===== src/tas_regs.svh =====
`ifndef TAS_REGS_SVH
`define TAS_REGS_SVH
// register indices on the plain register port
`define TAS_A_ADC     6'h00
`define TAS_A_REF     6'h01
`define TAS_A_CFG     6'h02
`define TAS_A_STAT    6'h03
`define TAS_A_RES     6'h10
// converter control fields
`define TAS_ADC_MODE  15:13
`define TAS_ADC_CHAN  12:9
`define TAS_ADC_AVG   8:7
`define TAS_ADC_RES   6:5
`define TAS_ADC_DIV   4:3
`define TAS_ADC_SETL  2:0
// reference control fields
`define TAS_REF_HI    0
`define TAS_REF_CONT  1
`define TAS_REF_ON    2
// configuration fields
`define TAS_CFG_PRE   5:3
`define TAS_CFG_SNS   2:0
// status fields
`define TAS_ST_BUSY   0
`define TAS_ST_PEN    1
`define TAS_ST_NEW    12:4
// reset values
`define TAS_ADC_RST   16'h0000
`define TAS_REF_RST   16'h0004
`define TAS_CFG_RST   16'h0000
// scan modes
`define TAS_M_IDLE    3'h0
`define TAS_M_XY      3'h1
`define TAS_M_XYZ     3'h2
`define TAS_M_ONE     3'h3
`define TAS_M_DRV     3'h4
// channels, equal to result index
`define TAS_CH_X      4'h0
`define TAS_CH_Y      4'h1
`define TAS_CH_Z1     4'h2
`define TAS_CH_Z2     4'h3
`define TAS_CH_SE     4'h4
`define TAS_NCH       9
// timing
`define TAS_CLK_MHZ   250
`define TAS_INT_NS    125
`define TAS_INT_CYC   ((`TAS_INT_NS * `TAS_CLK_MHZ) / 1000)
`define TAS_DLY_TICKS 8
`define TAS_SMP_TICKS 3
`endif


===== src/tas_pkg.sv =====
package tas_pkg;
  typedef enum logic [2:0] {
    ST_MON, ST_DRIVE, ST_SETTLE, ST_SAMPLE, ST_BITS, ST_STORE, ST_PRE, ST_SENSE
  } tas_state_e;

  typedef struct packed {
    logic        xp_hi;
    logic        xp_pull;
    logic        xp_pre;
    logic        xm_lo;
    logic        yp_hi;
    logic        ym_lo;
  } tas_drv_s;

  typedef struct packed {
    tas_drv_s    drv;
    logic        sample;
    logic [11:0] trial;
    logic [3:0]  nbits;
    logic [3:0]  chan;
    logic        diff;
    logic        ref_int;
    logic        ref_pwr;
    logic        ref_hi;
    logic        ext_ref;
  } tas_ana_s;

  typedef struct packed {
    logic [5:0]  addr;
    logic [15:0] wdata;
    logic        wr;
    logic        rd;
  } tas_bus_s;

  typedef struct packed {
    tas_state_e          st;
    logic [15:0]         adc;
    logic [15:0]         refc;
    logic [15:0]         cfg;
    logic [8:0][11:0]    res;
    logic [8:0]          newf;
    logic [4:0]          pre;
    logic [2:0]          divc;
    logic [7:0]          cnt;
    logic [3:0]          bitn;
    logic [11:0]         acc;
    logic [15:0]         sum;
    logic [4:0]          nsamp;
    logic [3:0]          chan;
    logic [15:0]         rdata;
    logic                ready_n;
    logic                irq_n;
    tas_ana_s            ana;
  } tas_state_s;
endpackage : tas_pkg


===== src/tas_top.sv =====
// The register addresses and the strobed register port were decided locally.
`timescale 1ns/1ns
// Function
// - one control register sets channel, scan, averaging, resolution, rate
// - each result lands in its channel's register
// - results are unsigned straight binary codes
// - reference level selectable between two values
// - reference auto power-down or stays on
// - touch measurements always differential ratiometric
// - internal reference only for single-ended inputs
// - three resolutions, fewer bits take fewer clocks
// - conversion clock divided from internal clock
// - monitoring: Y- grounded, X+ pulled up, irq follows
// - touch pulls irq output low while monitoring; in XY and XYZ modes a touch starts the scan and irq stays high
// - X+ detached from irq during measurement
// - recheck restores monitoring drivers before sensing
// - precharge then sense, programmable times
// - other drivers off while precharging
// - data ready low until all new data read
// - internal reference can be off for external
// - settle delay after drivers on, before convert
`include "tas_regs.svh"
module tas_top (
  input  wire logic             clk_sys_in,       // system clock
  input  wire logic             rst_in,           // async reset, high
  input  wire tas_pkg::tas_bus_s bus_in,          // register port request
  output logic [15:0]           rdata_out,        // read data, cycle after strobe
  input  wire logic             pen_sense_in,     // X+ level, low when touched
  input  wire logic             cmp_in,           // comparator: input at or above trial
  output tas_pkg::tas_ana_s     ana_out,          // panel drivers, mux, sar, reference
  output logic                  pen_touch_irq_n_out, // pen touch, low active
  output logic                  result_ready_n_out   // new data pending, low active
);
  import tas_pkg::*;

  localparam logic [4:0] INT_LAST = 5'(`TAS_INT_CYC - 1);

  tas_state_s s;
  tas_state_s n;

  // divider ratios 1,2,4,8
  function automatic logic [2:0] div_last(input logic [1:0] d);
    unique case (d)
      2'h0: div_last = 3'h0;
      2'h1: div_last = 3'h1;
      2'h2: div_last = 3'h3;
      2'h3: div_last = 3'h7;
    endcase
  endfunction : div_last

  function automatic logic [3:0] res_bits(input logic [1:0] r);
    unique case (r)
      2'h1:    res_bits = 4'h8;
      2'h2:    res_bits = 4'hA;
      default: res_bits = 4'hC;
    endcase
  endfunction : res_bits

  function automatic logic [2:0] avg_shift(input logic [1:0] a);
    unique case (a)
      2'h0: avg_shift = 3'h0;
      2'h1: avg_shift = 3'h2;
      2'h2: avg_shift = 3'h3;
      2'h3: avg_shift = 3'h4;
    endcase
  endfunction : avg_shift

  function automatic logic [7:0] delay_ticks(input logic [2:0] c);
    delay_ticks = 8'(({5'h00, c} + 8'h01) * 8'(`TAS_DLY_TICKS));
  endfunction : delay_ticks

  function automatic tas_drv_s drv_for(input logic [3:0] ch);
    drv_for = '0;
    unique case (ch)
      `TAS_CH_X: begin
        drv_for.xp_hi = 1'b1;
        drv_for.xm_lo = 1'b1;
      end
      `TAS_CH_Y: begin
        drv_for.yp_hi = 1'b1;
        drv_for.ym_lo = 1'b1;
      end
      `TAS_CH_Z1, `TAS_CH_Z2: begin
        drv_for.yp_hi = 1'b1;
        drv_for.xm_lo = 1'b1;
      end
      default: drv_for = '0;
    endcase
  endfunction : drv_for

  logic       int_tick;
  logic       conv_tick;
  logic [2:0] mode;
  logic       self_mode;
  logic [3:0] last_ch;
  logic [3:0] ridx;

  always_comb begin
    n = s;
    n.rdata = 16'h0000;
    mode = s.adc[`TAS_ADC_MODE];
    self_mode = (mode == `TAS_M_XY) || (mode == `TAS_M_XYZ);
    last_ch = (mode == `TAS_M_XYZ) ? `TAS_CH_Z2 : `TAS_CH_Y;
    ridx = 4'(bus_in.addr - `TAS_A_RES);

    // internal 8 MHz tick, conversion tick divided from it
    int_tick = (s.pre == INT_LAST);
    n.pre = int_tick ? 5'h00 : 5'(s.pre + 5'h01);
    conv_tick = int_tick && (s.divc == div_last(s.adc[`TAS_ADC_DIV]));
    if (int_tick) begin
      n.divc = conv_tick ? 3'h0 : 3'(s.divc + 3'h1);
    end

    unique case (s.st)
      ST_MON: begin
        if (self_mode && s.ana.drv.xp_pull && !pen_sense_in) begin
          n.st = ST_SETTLE;
          n.chan = `TAS_CH_X;
          n.cnt = delay_ticks(s.adc[`TAS_ADC_SETL]);
          n.sum = 16'h0000;
          n.nsamp = 5'h00;
        end
      end
      ST_DRIVE: begin
        n.st = ST_DRIVE;
      end
      ST_SETTLE: begin
        if (int_tick) begin
          n.cnt = 8'(s.cnt - 8'h01);
          if (s.cnt == 8'h01) begin
            n.st = ST_SAMPLE;
            n.cnt = 8'(`TAS_SMP_TICKS);
          end
        end
      end
      ST_SAMPLE: begin
        if (conv_tick) begin
          n.cnt = 8'(s.cnt - 8'h01);
          if (s.cnt == 8'h01) begin
            n.st = ST_BITS;
            n.bitn = 4'(res_bits(s.adc[`TAS_ADC_RES]) - 4'h1);
            n.acc = 12'h000;
            n.acc[4'(res_bits(s.adc[`TAS_ADC_RES]) - 4'h1)] = 1'b1;
          end
        end
      end
      ST_BITS: begin
        if (conv_tick) begin
          // successive approximation, msb first, straight binary
          if (!cmp_in) begin
            n.acc[s.bitn] = 1'b0;
          end
          if (s.bitn != 4'h0) begin
            n.acc[4'(s.bitn - 4'h1)] = 1'b1;
            n.bitn = 4'(s.bitn - 4'h1);
          end else begin
            n.sum = 16'(s.sum + {4'h0, n.acc});
            n.nsamp = 5'(s.nsamp + 5'h01);
            if (n.nsamp == (5'h01 << avg_shift(s.adc[`TAS_ADC_AVG]))) begin
              n.st = ST_STORE;
            end else begin
              n.st = ST_SAMPLE;
              n.cnt = 8'(`TAS_SMP_TICKS);
            end
          end
        end
      end
      ST_STORE: begin
        n.res[s.chan] = 12'(s.sum >> avg_shift(s.adc[`TAS_ADC_AVG]));
        n.sum = 16'h0000;
        n.nsamp = 5'h00;
        if (!self_mode) begin
          n.st = ST_MON;
        end else if (s.chan != last_ch) begin
          n.st = ST_SETTLE;
          n.chan = 4'(s.chan + 4'h1);
          n.cnt = delay_ticks(s.adc[`TAS_ADC_SETL]);
        end else begin
          n.st = ST_PRE;
          n.cnt = delay_ticks(s.cfg[`TAS_CFG_PRE]);
        end
      end
      ST_PRE: begin
        if (int_tick) begin
          n.cnt = 8'(s.cnt - 8'h01);
          if (s.cnt == 8'h01) begin
            n.st = ST_SENSE;
            n.cnt = delay_ticks(s.cfg[`TAS_CFG_SNS]);
          end
        end
      end
      ST_SENSE: begin
        if (int_tick) begin
          n.cnt = 8'(s.cnt - 8'h01);
          if (s.cnt == 8'h01) begin
            if (!pen_sense_in) begin
              n.st = ST_SETTLE;
              n.chan = `TAS_CH_X;
              n.cnt = delay_ticks(s.adc[`TAS_ADC_SETL]);
            end else begin
              n.st = ST_MON;
            end
          end
        end
      end
    endcase

    // register writes; a control write restarts the sequencer
    if (bus_in.wr) begin
      unique case (bus_in.addr)
        `TAS_A_ADC: begin
          n.adc = bus_in.wdata;
          n.chan = bus_in.wdata[`TAS_ADC_CHAN];
          n.sum = 16'h0000;
          n.nsamp = 5'h00;
          if (bus_in.wdata[`TAS_ADC_MODE] == `TAS_M_ONE) begin
            n.st = ST_SETTLE;
            n.cnt = delay_ticks(bus_in.wdata[`TAS_ADC_SETL]);
          end else if (bus_in.wdata[`TAS_ADC_MODE] == `TAS_M_DRV) begin
            n.st = ST_DRIVE;
          end else begin
            n.st = ST_MON;
          end
        end
        `TAS_A_REF: n.refc = bus_in.wdata;
        `TAS_A_CFG: n.cfg = bus_in.wdata;
        default: n.refc = n.refc;
      endcase
    end

    // reads; the clear of a pending flag loses to a store in the same cycle
    if (bus_in.rd) begin
      unique case (bus_in.addr)
        `TAS_A_ADC:  n.rdata = s.adc;
        `TAS_A_REF:  n.rdata = s.refc;
        `TAS_A_CFG:  n.rdata = s.cfg;
        `TAS_A_STAT: begin
          n.rdata[`TAS_ST_BUSY] = (s.st != ST_MON) && (s.st != ST_DRIVE);
          n.rdata[`TAS_ST_PEN] = !pen_sense_in;
          n.rdata[`TAS_ST_NEW] = s.newf;
        end
        default: begin
          // full-width bound, so higher indices do not alias onto the results
          if (bus_in.addr >= `TAS_A_RES && bus_in.addr < 6'(`TAS_A_RES + `TAS_NCH)) begin
            n.rdata = {4'h0, s.res[ridx]};
            n.newf[ridx] = 1'b0;
          end
        end
      endcase
    end
    if (s.st == ST_STORE) begin
      n.newf[s.chan] = 1'b1;
    end
    n.ready_n = ~|n.newf;

    // analog side, registered from the next state
    n.ana = '0;
    n.ana.chan = n.chan;
    n.ana.nbits = res_bits(n.adc[`TAS_ADC_RES]);
    n.ana.trial = n.acc;
    n.ana.sample = (n.st == ST_SAMPLE);
    n.ana.diff = (n.chan < `TAS_CH_SE);
    n.ana.ref_hi = n.refc[`TAS_REF_HI];
    n.ana.ref_int = n.refc[`TAS_REF_ON] && !n.ana.diff;
    n.ana.ext_ref = !n.refc[`TAS_REF_ON] && !n.ana.diff;
    // auto mode powers the reference only while a single-ended conversion runs
    n.ana.ref_pwr = n.refc[`TAS_REF_ON] && (n.refc[`TAS_REF_CONT] ||
                    (n.ana.ref_int && n.st inside {ST_SETTLE, ST_SAMPLE, ST_BITS}));
    n.irq_n = 1'b1;
    unique case (n.st)
      ST_MON: begin
        n.ana.drv.ym_lo = 1'b1;
        n.ana.drv.xp_pull = 1'b1;
        // X+ floats until the pullup has been on for a cycle; no false irq after reset or a scan
        n.irq_n = pen_sense_in || !s.ana.drv.xp_pull;
      end
      ST_PRE: begin
        n.ana.drv.xp_pre = 1'b1;
      end
      ST_SENSE: begin
        n.ana.drv.ym_lo = 1'b1;
        n.ana.drv.xp_pull = 1'b1;
      end
      default: begin
        // pullup and irq path stay detached so no leakage skews the panel
        n.ana.drv = drv_for(n.chan);
      end
    endcase
  end

  always_ff @(posedge clk_sys_in or posedge rst_in) begin
    if (rst_in) begin
      s <= '0;
      s.adc <= `TAS_ADC_RST;
      s.refc <= `TAS_REF_RST;
      s.cfg <= `TAS_CFG_RST;
      s.ready_n <= 1'b1;
      s.irq_n <= 1'b1;
    end else begin
      s <= n;
    end
  end

  assign rdata_out = s.rdata;
  assign ana_out = s.ana;
  assign pen_touch_irq_n_out = s.irq_n;
  assign result_ready_n_out = s.ready_n;
endmodule : tas_top


===== config.mk =====
export PLATFORM = sky130hd
export DESIGN_NAME = tas_top
export DESIGN_NICKNAME = d
export VERILOG_FILES = /design/src/tas_pkg.sv /design/src/tas_top.sv
export VERILOG_INCLUDE_DIRS = /design/src
export SDC_FILE = /design/constraint.sdc
export NUM_CORES = 1
export LEC_CHECK = 0
export ABC_AREA = 1
export BUFFER_PORTS_ARGS = -buffer_cell sky130_fd_sc_hd__buf_2
export CAP_MARGIN = 20
export CORE_UTILIZATION = 57
export DETAILED_ROUTE_END_ITERATION = 10
export PLACE_DENSITY = 0.72
export SYNTH_ARGS = -nofsm -noshare
export SYNTH_HDL_FRONTEND = slang
export SYNTH_SLANG_ARGS = --single-unit

===== constraint.sdc =====
create_clock -name clk_sys_in -period 16.25 [get_ports clk_sys_in]
set_clock_uncertainty 0.2 [all_clocks]
set_input_delay 1.625 -clock clk_sys_in [delete_from_list [all_inputs] [get_ports clk_sys_in]]
set_output_delay 1.625 -clock clk_sys_in [all_outputs]
set_load 0.05 [all_outputs]

==> flow_summary.json <==
{
  "clock-root-buffer": "sky130_fd_sc_hd__clkbuf_16",
  "synth-seq-area-share_pct": 44.2,
  "fin_total_pwr_uw": 1720,
  "cts.repair.resized": 0,
  "detailed_place.area_um2": 14800,
  "global_route_wire_length_before_repair_um": 64400,
  "synth.top_cells.by_area": "sky130_fd_sc_hd__dfrtp_1 (44%), sky130_fd_sc_hd__nand2_1 (14%), sky130_fd_sc_hd__o21ai_0 (6.7%)",
  "post_synth_num_cell_types": 62,
  "worst-setup-path-type": "input pin to flip-flop",
  "route.antenna.remaining_nets": 0,
  "die-width_um": 162,
  "layout-area-overhead-vs-synth_pct": 7.99,
  "synth.cell_area_um2": 14600,
  "min_path_type": "flip-flop to flip-flop",
  "cp_max_fo": 32,
  "crit_slowest_cell": "sky130_fd_sc_hd__nand2_1",
  "grt_start_max_net_pins": 141,
  "power.ir.vdd_worst_mv": 0.0965,
  "layout-drive-gt1-share_pct": 11.2,
  "holdBufCountCts": 0,
  "postSynthCellCount": 1876,
  "final.period_utilization_pct": 29.4,
  "antenna_found_initial": 0,
  "synth.top_cell.area_share_pct": 43.6,
  "detail_route.vias_per_cell": 5.76,
  "leakage_uw": 0.00776,
  "hold_viol_final": 0,
  "cts.htree.levels": 1,
  "endpoint_kind": "flip-flop",
  "place.detailed.instances": 2176,
  "timing.critical_path.from_type": "input pin",
  "worst-slew-pin-transition_ns": 1.13,
  "seqCellArea_um2": 6430,
  "utilization_pct": 62.7,
  "via_count_of_the_routed_design": 12800,
  "setup_total_negative_slack_ns": 0,
  "run_status": "complete, no violations",
  "grt.overflow.total": 0,
  "final_setup_fails": 0,
  "core_region_area_um2": 25100,
  "grt_util_all_layers_pct": 31.1,
  "maxCapViolCount": 0,
  "drcViolationCount": 0,
  "synth_seq_cells": 257,
  "io_pins": 78,
  "row_count": 58,
  "post-dp-hpwl_um": 28500,
  "clock.fmax_mhz": 209,
  "worst-r2r-setup-slack_ns": 13.00,
  "tritoncts": "yes",
  "fill_cells": 2301,
  "setup_repair_after_global_routing_missed_its_margin": "no",
  "period_minus_slack_ns": 4.78,
  "initial_utilization_pct": 58.0,
  "worstPathArrival_ns": 5.03,
  "async_flop_share_pct": 100,
  "crit_required_ns": 16.49,
  "syn_area_per_cell_um2": 7.77,
  "placement.io_buffers": 76,
  "final_area_um2": 15700,
  "numCtsBuffers": 27,
  "synth_nets": 1940,
  "ant_diodes": 0,
  "finish.net_count": 1939,
  "synthMostInstantiatedCell": "sky130_fd_sc_hd__nand2_1",
  "timing.critical_path.cells": "buf_2, nor2_2, inv_1, nor2_2, inv_2, nor2_2, nand2_1, o21ai_0, inv_1, nand2_1, nand2_1",
  "ys_warn_count": 0,
  "final_cells": 2226,
  "clk_pin_slew_worst_paths_ns": 0.06,
  "clockBufferDepth": 3,
  "place.gp.congestion": 0.937,
  "die-area_um2": 26200,
  "die_height_um": 162,
  "yosysTopAreaCell": "sky130_fd_sc_hd__dfrtp_1",
  "worst_skew_pair.late_latency_ns": 0.56,
  "wl_per_cell_um": 17.8,
  "multiInputGateArea_um2": 6640,
  "firstDrtPassIters": 5,
  "worst_slew_margin_rel_pct": 24.6,
  "first_global_vias": 12100,
  "report.final.slew_viol_count": 0,
  "synth.top_cells.by_count": "sky130_fd_sc_hd__nand2_1 (526), sky130_fd_sc_hd__dfrtp_1 (254), sky130_fd_sc_hd__inv_1 (207), sky130_fd_sc_hd__o21ai_0 (196), sky130_fd_sc_hd__nor2_1 (108)",
  "routed_wl_um": 39600,
  "yosys_most_used_dff": "sky130_fd_sc_hd__dfrtp_1",
  "cts_setup_buffers": 0,
  "cts.sinks": 257,
  "powerDensity_nw_per_um2": 110,
  "synth-edff-count": 0,
  "drt_iter0_markers": 1163,
  "critPathMaxStageDelay_ns": 0.70
}
==> cells in the final DEF (no fill, tap or decap), drive strengths merged, types with 2 or more instances in the layout <==
master | netlist | routed
o211ai | 10 | 10
mux2i | 6 | 6
a21boi | 2 | 2
nand2 | 545 | 545
inv | 225 | 227
a31oi | 11 | 11
o2111ai | 26 | 26
a21oi | 65 | 65
dfstp | 3 | 3
nor2 | 129 | 129
dfrtp | 254 | 254
clkinv | 7 | 15
a31o | 2 | 2
a22oi | 5 | 5
a221oi | 13 | 13
a32oi | 2 | 2
nor3 | 20 | 20
conb | 2 | 2
a21o | 3 | 3
a211oi | 8 | 8
nand3b | 2 | 2
o21ai | 212 | 212
bufinv | 0 | 3
o221ai | 3 | 3
clkbuf | 34 | 36
ha | 35 | 35
o22ai | 28 | 28
xor2 | 17 | 17
xnor2 | 2 | 2
o31ai | 3 | 3
o41ai | 4 | 4
nand3 | 86 | 86
or2 | 2 | 2
nand4 | 21 | 21
o21a | 2 | 2
o21bai | 3 | 3
buf | 78 | 82
==> cell type report <==
class	count	area share [%]
clock inverter	14	1.08
tap	330	2.62
multi-input combinational	1275	42.2
sequential	257	40.9
clock buffer	36	4.89
timing repair buffer	82	2.70
inverter	232	5.63
==> metal layers <==
layer  vias to the layer above  wire length, um  track usage (%)
met5                         -                0                0
met4                         0             1390             11.0
met3                        97             3070             4.47
met1                      6109            17700             45.1
met2                       493            17400             47.6
li1                       6133                -                -
==> critical path: cells and delay by family <==
family | cells | cell delay [ns]
buffers and inverters | 4 | 0.70
AO/OA/AOI/OAI | 1 | 0.48
AND/OR/NAND/NOR | 6 | 2.18
==> through the flow <==
| stage | setup WS (ns) | hold WS, ns |
|---|---|---|
| floorplan | 7.36 | 0.250 |
| global placement | 11.24 | 0.263 |
| detailed placement | 11.07 | 0.268 |
| CTS | 11.62 | 0.284 |
| global route | 11.21 | 0.295 |
| finish | 11.47 | 0.282 |
==> worst paths after layout <==
check                                   end        from  depth (start not counted)
worst max register to register        s[74]       s[87]                         18
worst max-delay path             ana_out[2]  bus_in[21]                         11
worst min-delay path                 s[143]      s[143]                          2
min in group asynchronous       ana_out[12]      rst_in                          2
worst min register to register       s[143]      s[143]                          2
max in group asynchronous             s[95]      rst_in                          3
==> state kept, by name, indices dropped and copies added, names as in the netlist <==
register and count:
pen_touch_irq_n_out 1, mode 3, s 206, ana_out 30, rdata_out 16, result_ready_n_out 1
==> report_power, final <==
part / internal, uW / switching [uW]
clock: 383 / 265
sequential: 682 / 40.9
combinational: 91.7 / 261
total: 1160 / 567
==> cells by family after synthesis <==
logic type               synth area share, %
other                                 0.0515
AO/OA/AOI/OAI                           16.3
multiplexers                           0.489
XOR/XNOR                                1.19
AND/OR/NAND/NOR                         24.3
buffers and inverters                   10.4
flip-flops                              44.2
adder cells (fa/ha/maj)                 3.14
Note: power is estimated with default switching activity, not from simulation.
